`config.mk`:
```
export PLATFORM = sky130hd
export DESIGN_NAME = rtd_ring_trip
export DESIGN_NICKNAME = d
export VERILOG_FILES = /design/src/rtl/rtd_pkg.sv /design/src/rtl/rtd_ring_trip.sv
export SDC_FILE = /design/constraint.sdc
export NUM_CORES = 1
export LEC_CHECK = 0
export ABC_AREA = 1
export BUFFER_PORTS_ARGS = -buffer_cell sky130_fd_sc_hd__buf_4
export CAP_MARGIN = 20
export CORE_ASPECT_RATIO = 0.6
export CORE_MARGIN = 1
export CORE_UTILIZATION = 50
export CTS_BUF_LIST = sky130_fd_sc_hd__clkbuf_4 sky130_fd_sc_hd__clkbuf_8 sky130_fd_sc_hd__clkbuf_16
export DETAILED_ROUTE_END_ITERATION = 8
export PLACE_DENSITY = 0.78
export SETUP_SLACK_MARGIN = 0.5
export SLEW_MARGIN = 0
export SYNTH_ARGS = -nofsm -noshare
export SYNTH_HDL_FRONTEND = slang
export SYNTH_SLANG_ARGS = --single-unit
```
`constraint.sdc`:
```
create_clock -name clk_i -period 23.5 [get_ports clk_i]
set_clock_uncertainty 0.1 [all_clocks]
set_input_delay 7.05 -clock clk_i [delete_from_list [all_inputs] [get_ports clk_i]]
set_output_delay 7.05 -clock clk_i [all_outputs]
set_load 0.005 [all_outputs]
```
`src/rtl/rtd_pkg.sv`:
```
// Package for the ring trip detector and the shared interrupt logic.
// Assumes a 7-bit register address, 8-bit register data and one system clock.
package rtd_pkg;

	// ==========================================================
	// Direct register offsets
	localparam logic [6:0] IRQ_STATUS_ONE_OFS = 7'h12;
	localparam logic [6:0] IRQ_STATUS_TWO_OFS = 7'h13;
	localparam logic [6:0] IRQ_STATUS_THREE_OFS = 7'h14;
	localparam logic [6:0] IRQ_ENABLE_ONE_OFS = 7'h15;
	localparam logic [6:0] IRQ_ENABLE_TWO_OFS = 7'h16;
	localparam logic [6:0] IRQ_ENABLE_THREE_OFS = 7'h17;
	localparam logic [6:0] IND_DATA_LOW_OFS = 7'h1c;
	localparam logic [6:0] IND_DATA_HIGH_OFS = 7'h1d;
	localparam logic [6:0] IND_ADDR_OFS = 7'h1e;
	localparam logic [6:0] IND_STATUS_OFS = 7'h1f;
	localparam logic [6:0] LINEFEED_CTRL_OFS = 7'h40;
	localparam logic [6:0] LOOP_RING_STATUS_OFS = 7'h44;
	localparam logic [6:0] TRIP_DEBOUNCE_OFS = 7'h46;
	localparam logic [6:0] LOOP_CURRENT_SENSE_OFS = 7'h4f;

	// ==========================================================
	// Indirect register indices
	localparam logic [7:0] TRIP_THRESHOLD_IDX = 8'h10;
	localparam logic [7:0] TRIP_FILTER_COEFF_IDX = 8'h17;

	// ==========================================================
	// Field positions and encodings
	localparam logic [2:0] LINEFEED_RINGING = 3'h4;
	localparam int LINEFEED_SHADOW_LSB = 4;
	localparam int TRIP_FLAG_BIT = 1;
	localparam int TRIP_IRQ_BIT = 0;
	localparam int IND_DONE_IRQ_BIT = 1;
	localparam int THRESHOLD_LSB = 10;
	localparam int CURRENT_SCALE_SHIFT = 10;
	localparam int COEFF_FRAC_BITS = 13;

	// ==========================================================
	// Values after reset
	localparam logic [15:0] TRIP_THRESHOLD_RST = 16'h0000;
	localparam logic [12:0] TRIP_FILTER_COEFF_RST = 13'h0000;
	localparam logic [6:0] TRIP_DEBOUNCE_RST = 7'h00;

endpackage : rtd_pkg

```
`src/rtl/rtd_ring_trip.sv`:
```
// Ring trip detector with low-pass filter, threshold, debounce and interrupt block.
// Assumes register strobes and monitor samples come from logic on clk_i.
//
// Contract
// Detector input is the loop current value, also readable at offset 79.
// Samples are processed only while the linefeed shadow shows ringing.
// Writing linefeed field value 100 binary selects the ringing state.
// Low-pass filter uses a 13-bit programmable coefficient before comparison.
// Filter output compared against six-bit threshold in indirect register 16.
// Debounced state flips only after the opposite state lasts the interval.
// Debounce count restarts when comparator agrees again before interval ends.
// Satisfied debounce sets the trip detected flag in register 68.
// Trip detected flag is read only; writes do not change it.
// Ring trip interrupt only when its enable bit in register 22 set.
// Pending ring trip interrupt is shown in status register 19.
// Software picks coefficient, threshold and debounce per ringing frequency.
// Coefficient and threshold live in indirect registers via registers 28-31.
// Three status and three enable registers, one bit per source.
// Enable bits are active high.
// Status bit sets on an event only when its enable is set.
// Interrupt pin low as NOR of all status bits while any set.
// Writing one clears a status bit; writing zero leaves it.
// Host reads the status registers to find the requesting source.
`timescale 1ns/100ps
`default_nettype none

module rtd_ring_trip (
	input wire logic clk_i,
	input wire logic sys_rst_i,
	input wire logic [6:0] reg_addr_i,
	input wire logic reg_wr_i,
	input wire logic reg_rd_i,
	input wire logic [7:0] reg_wdata_i,
	output logic [7:0] reg_rdata_o,
	input wire logic sample_valid_i,
	input wire logic [5:0] loop_current_value_i,
	input wire logic loop_current_pol_i,
	input wire logic [7:0] evt_s1_i,
	input wire logic [7:0] evt_s2_i,
	input wire logic [2:0] evt_s3_i,
	output logic [2:0] linefeed_state_field_o,
	output logic trip_detected_flag_o,
	output logic int_n_o
);
	import rtd_pkg::*;

	// ==========================================================
	// State
	typedef struct packed {
		logic [2:0] lf;
		logic [2:0] lfs;
		logic [6:0] debounce;
		logic [7:0] ie1;
		logic [7:0] ie2;
		logic [2:0] ie3;
		logic [7:0] is1;
		logic [7:0] is2;
		logic [2:0] is3;
		logic [15:0] ind_data;
		logic [7:0] ind_addr;
		logic ind_armed;
		logic [15:0] threshold;
		logic [12:0] coeff;
		logic [15:0] filt;
		logic trip_flag;
		logic [6:0] cnt;
		logic [7:0] rdata;
		logic irq_n;
	} rtd_state_t;

	rtd_state_t state_reg;
	rtd_state_t state_next;

	logic ringing;
	logic cmp;
	logic trip_evt;
	logic ind_done;
	logic [15:0] x_scaled;
	logic signed [16:0] diff;
	logic signed [30:0] prod;
	logic [17:0] filt_sum;
	logic [7:0] ev2;
	logic [2:0] ev3;
	logic [7:0] rd_mux;

	// ==========================================================
	// Next-state logic
	always_comb begin
		state_next = state_reg;
		ringing = (state_reg.lfs == LINEFEED_RINGING);
		x_scaled = {loop_current_value_i, 10'h000};
		diff = $signed({1'b0, x_scaled}) - $signed({1'b0, state_reg.filt});
		prod = diff * $signed({1'b0, state_reg.coeff});
		filt_sum = {2'b00, state_reg.filt} + prod[30:COEFF_FRAC_BITS];
		// Threshold kept in current units so the field aligns with the filter's top bits
		cmp = (state_reg.filt >= {state_reg.threshold[THRESHOLD_LSB +: 6], 10'h000});
		trip_evt = 1'b0;
		ind_done = 1'b0;
		rd_mux = 8'h00;

		// Shadow trails the control field by one cycle
		state_next.lfs = state_reg.lf;

		// Filter and debounce advance per monitor sample, only while ringing
		if (sample_valid_i && ringing) begin
			state_next.filt = filt_sum[15:0];
			if (cmp != state_reg.trip_flag) begin
				if ({1'b0, state_reg.cnt} + 8'h01 >= {1'b0, state_reg.debounce}) begin
					state_next.trip_flag = cmp;
					state_next.cnt = 7'h00;
					trip_evt = cmp;
				end else begin
					state_next.cnt = state_reg.cnt + 7'h01;
				end
			end else begin
				state_next.cnt = 7'h00;
			end
		end

		// Register writes; status registers are write-one-to-clear
		if (reg_wr_i) begin
			case (reg_addr_i)
				IRQ_STATUS_ONE_OFS: state_next.is1 = state_reg.is1 & ~reg_wdata_i;
				IRQ_STATUS_TWO_OFS: state_next.is2 = state_reg.is2 & ~reg_wdata_i;
				IRQ_STATUS_THREE_OFS: state_next.is3 = state_reg.is3 & ~reg_wdata_i[2:0];
				IRQ_ENABLE_ONE_OFS: state_next.ie1 = reg_wdata_i;
				IRQ_ENABLE_TWO_OFS: state_next.ie2 = reg_wdata_i;
				IRQ_ENABLE_THREE_OFS: state_next.ie3 = reg_wdata_i[2:0];
				IND_DATA_LOW_OFS: begin
					state_next.ind_data[7:0] = reg_wdata_i;
					state_next.ind_armed = 1'b1;
				end
				IND_DATA_HIGH_OFS: begin
					state_next.ind_data[15:8] = reg_wdata_i;
					state_next.ind_armed = 1'b1;
				end
				IND_ADDR_OFS: begin
					// Armed data means an indirect write, otherwise an indirect read
					state_next.ind_addr = reg_wdata_i;
					state_next.ind_armed = 1'b0;
					ind_done = 1'b1;
					if (state_reg.ind_armed) begin
						if (reg_wdata_i == TRIP_THRESHOLD_IDX) begin
							state_next.threshold = state_reg.ind_data;
						end else if (reg_wdata_i == TRIP_FILTER_COEFF_IDX) begin
							state_next.coeff = state_reg.ind_data[12:0];
						end
					end else begin
						if (reg_wdata_i == TRIP_THRESHOLD_IDX) begin
							state_next.ind_data = state_reg.threshold;
						end else if (reg_wdata_i == TRIP_FILTER_COEFF_IDX) begin
							state_next.ind_data = {3'h0, state_reg.coeff};
						end else begin
							state_next.ind_data = 16'h0000;
						end
					end
				end
				LINEFEED_CTRL_OFS: state_next.lf = reg_wdata_i[2:0];
				TRIP_DEBOUNCE_OFS: state_next.debounce = reg_wdata_i[6:0];
				default: begin
					// Status register 68 and sense register 79 ignore writes
				end
			endcase
		end

		// Events set status when enabled; a set beats a same-cycle clear
		ev2 = evt_s2_i | {7'h00, trip_evt};
		ev3 = evt_s3_i | {1'b0, ind_done, 1'b0};
		state_next.is1 = state_next.is1 | (evt_s1_i & state_reg.ie1);
		state_next.is2 = state_next.is2 | (ev2 & state_reg.ie2);
		state_next.is3 = state_next.is3 | (ev3 & state_reg.ie3);
		state_next.irq_n = ~(|{state_next.is1, state_next.is2, state_next.is3});

		// Read data is registered; unmapped offsets read zero
		case (reg_addr_i)
			IRQ_STATUS_ONE_OFS: rd_mux = state_reg.is1;
			IRQ_STATUS_TWO_OFS: rd_mux = state_reg.is2;
			IRQ_STATUS_THREE_OFS: rd_mux = {5'h00, state_reg.is3};
			IRQ_ENABLE_ONE_OFS: rd_mux = state_reg.ie1;
			IRQ_ENABLE_TWO_OFS: rd_mux = state_reg.ie2;
			IRQ_ENABLE_THREE_OFS: rd_mux = {5'h00, state_reg.ie3};
			IND_DATA_LOW_OFS: rd_mux = state_reg.ind_data[7:0];
			IND_DATA_HIGH_OFS: rd_mux = state_reg.ind_data[15:8];
			IND_ADDR_OFS: rd_mux = state_reg.ind_addr;
			IND_STATUS_OFS: rd_mux = 8'h00; // Indirect access completes in one cycle
			LINEFEED_CTRL_OFS: rd_mux = {1'b0, state_reg.lfs, 1'b0, state_reg.lf};
			LOOP_RING_STATUS_OFS: rd_mux = {6'h00, state_reg.trip_flag, 1'b0};
			TRIP_DEBOUNCE_OFS: rd_mux = {1'b0, state_reg.debounce};
			LOOP_CURRENT_SENSE_OFS: rd_mux = {1'b0, loop_current_pol_i, loop_current_value_i};
			default: rd_mux = 8'h00;
		endcase
		if (reg_rd_i) begin
			state_next.rdata = rd_mux;
		end
	end

	// ==========================================================
	// State register
	always_ff @(posedge clk_i or posedge sys_rst_i) begin
		if (sys_rst_i) begin
			state_reg <= '0;
			state_reg.debounce <= TRIP_DEBOUNCE_RST;
			state_reg.threshold <= TRIP_THRESHOLD_RST;
			state_reg.coeff <= TRIP_FILTER_COEFF_RST;
			state_reg.irq_n <= 1'b1;
		end else begin
			state_reg <= state_next;
		end
	end

	// Outputs straight from the state flops
	assign reg_rdata_o = state_reg.rdata;
	assign linefeed_state_field_o = state_reg.lfs;
	assign trip_detected_flag_o = state_reg.trip_flag;
	assign int_n_o = state_reg.irq_n;
endmodule : rtd_ring_trip

`default_nettype wire

```
==> reports/qor.csv <==
metric,value,unit
maxCapViolCount,0,
fp-row-count,50,
hold_buffers,0,
critPathBufInv,7,
ys_async_sr_fraction,1.00,
postSynthAreaPerCell,7.82,µm²
rr_endpoint,state_reg[29]$_DFFE_PP0P_,
cts_tree,done,
h-tree-depth,4,
r2r_start,state_reg[17]$_DFFE_PP0P_,
ir_drop,57.0,µV
finalNetCount,2430,
vias,13900,
synth_largest_area_cell,fa_1,
yosysMostFrequentCell,nand2_1,
synth_nets,2400,
grt_max_degree,75,
slew_headroom,0.362,
fin_ws,8400,ps
nFillCells,2924,
grt_pass1_wl,76500,µm
fin_crit_sh,0.643,
pre_cts_slack,8190,ps
status,"complete, no violations",
crit_end,state_reg[29]$_DFFE_PP0P_,
synth_edf_count,0,
post-route-util,0.552,
crit_slowest_cell,fa_1,
rsz0062_at_grt,no,
setup_viol,0,
largest_register_ffs,122,
critPathKind,in2reg,
p_total,0.823,mW
cts_inserted_buffers,17,
required,23710,ps
cp.depth,40,
crit_start,loop_current_value_i[2],
hold_viol_final,0,
ctsResizeCount,0,
cts.root.buffer_cell,clkbuf_16,
synth_cell_types,59,
grt_pass1_vias,13500,
postCtsSetupRepairBufs,0,
drc,0,
track_usage,0.311,
die_area,32700,µm²
dpl.hpwl,39600,µm
synthesis.area,16000,µm²
synth_seq_cells,138,
cp.arrival,15300,ps
antenna_left,0,
syn_inst,2045,
clock_latency,440,ps
reg2reg_depth,40,
synth_commonest_cells,"nand2_1, inv_1, fa_1",
slowest_delay,560,ps
clk_pin_slew,60,ps
initial_core_util,0.510,
setup_tns,0,ps
wire_per_inst,19.3,µm
placed_cell_area,16700,µm²
drt_iter0_drc,1616,
cts.path.max_buffers,2,
io_pins,59,
area_growth,8.24,%
powerDensity,47.6,nW/µm²
yosysWarnings,0,
final_area,17300,µm²
drive_gt1_frac,0.0728,
startpoint_type,primary input,
cp-end-kind,flip-flop,
slew_violations,0,
synth_area_leaders,"fa_1, dfrtp_1, nand2_1",
overflow,0,
yosysTopAreaCellShare,0.254,
totalWireLength,48400,µm
crit_top_cell,nand2_1,
hp-class,reg2reg,
clock.fmax,0.0662,GHz
crit_fanout,8,
core,31300,µm²
tightestPinTransition,957,ps
antenna_found_initial,1,
die_w,233,µm
period_needed,15100,ps
io_buffers,58,
drt_first_pass_iters,7,
synth_ff_type,dfrtp_1,
die_h,141,µm
vias_per_cell,5.53,
cts.sinks,138,
synth_seq_area_share,0.216,
cp_top_family,adder cells,
gp_congestion,1.03,
p_leak,9.32,nW
rrSetupSlack,14340,ps
-- cell type report --
cell class / instances / area [µm²] / area share
flip-flops and latches: 138 / 3450 / 0.200
inverters: 454 / 1710 / 0.0989
well taps: 416 / 520 / 0.0301
repair buffers: 63 / 473 / 0.0273
clock inverters: 15 / 140 / 0.00810
diodes: 2 / 5.00 / 0.000289
multi-input cells: 1401 / 10600 / 0.611
clock buffers: 17 / 425 / 0.0246
-- kinds of logic after synthesis --
kind of cell | synth area share
and+or+nand+nor | 0.208
buffers and inverters | 0.123
adders and majority gates | 0.337
AOI/OAI and AO/OA | 0.0966
DFF | 0.216
xor gates and xnor gates | 0.0191
muxes | 0.000704
-- stage by stage --
step                hold slack [ps]  instances
finish                          325       2506
global route                    325       2504
CTS                             319       2504
detailed placement              298       2472
global placement                295       2472
floorplan                       274       2045
-- how the worst min path moves through the flow --
stage | to | slack (ps) | start | depth (start not counted)
global route | linefeed_state_field_o[2]$_DFF_PP0_ | 330 | state_next[134]$_DFFE_PP0P_ | 0
detailed placement | linefeed_state_field_o[0]$_DFF_PP0_ | 300 | state_next[132]$_DFFE_PP0P_ | 0
floorplan | linefeed_state_field_o[0]$_DFF_PP0_ | 270 | state_next[132]$_DFFE_PP0P_ | 0
finish | linefeed_state_field_o[2]$_DFF_PP0_ | 330 | state_next[134]$_DFFE_PP0P_ | 0
global placement | linefeed_state_field_o[0]$_DFF_PP0_ | 290 | state_next[132]$_DFFE_PP0P_ | 0
CTS | linefeed_state_field_o[2]$_DFF_PP0_ | 320 | state_next[134]$_DFFE_PP0P_ | 0
-- power by group --
| part | switching [mW] | total (mW) | internal (mW) |
|---|---|---|---|
| combinational | 0.182 | 0.254 | 0.0715 |
| sequential | 0.0343 | 0.308 | 0.273 |
| clock | 0.114 | 0.261 | 0.147 |
| total | 0.331 | 0.823 | 0.492 |
-- placed cells by master (no fill, tap or decap), drive strengths merged, types with 20 or more instances in the layout --
cell type | synthesis | layout
o21ai | 145 | 145
inv | 453 | 458
buf | 21 | 63
nand4 | 21 | 21
a21oi | 69 | 69
nor2 | 169 | 169
nand3 | 68 | 68
fa | 203 | 203
nand2 | 490 | 490
dfrtp | 137 | 137
ha | 106 | 106
xor2 | 20 | 20
-- metal layers --
layer,GRT usage,vias up,share of wire
li1,-,6342,-
met1,0.490,6634,0.46
met2,0.376,815,0.36
met3,0.152,60,0.16
met4,0.0437,2,0.0096
met5,0.0193,-,0.0017
No activity file was read; power rests on OpenSTA's default activity.
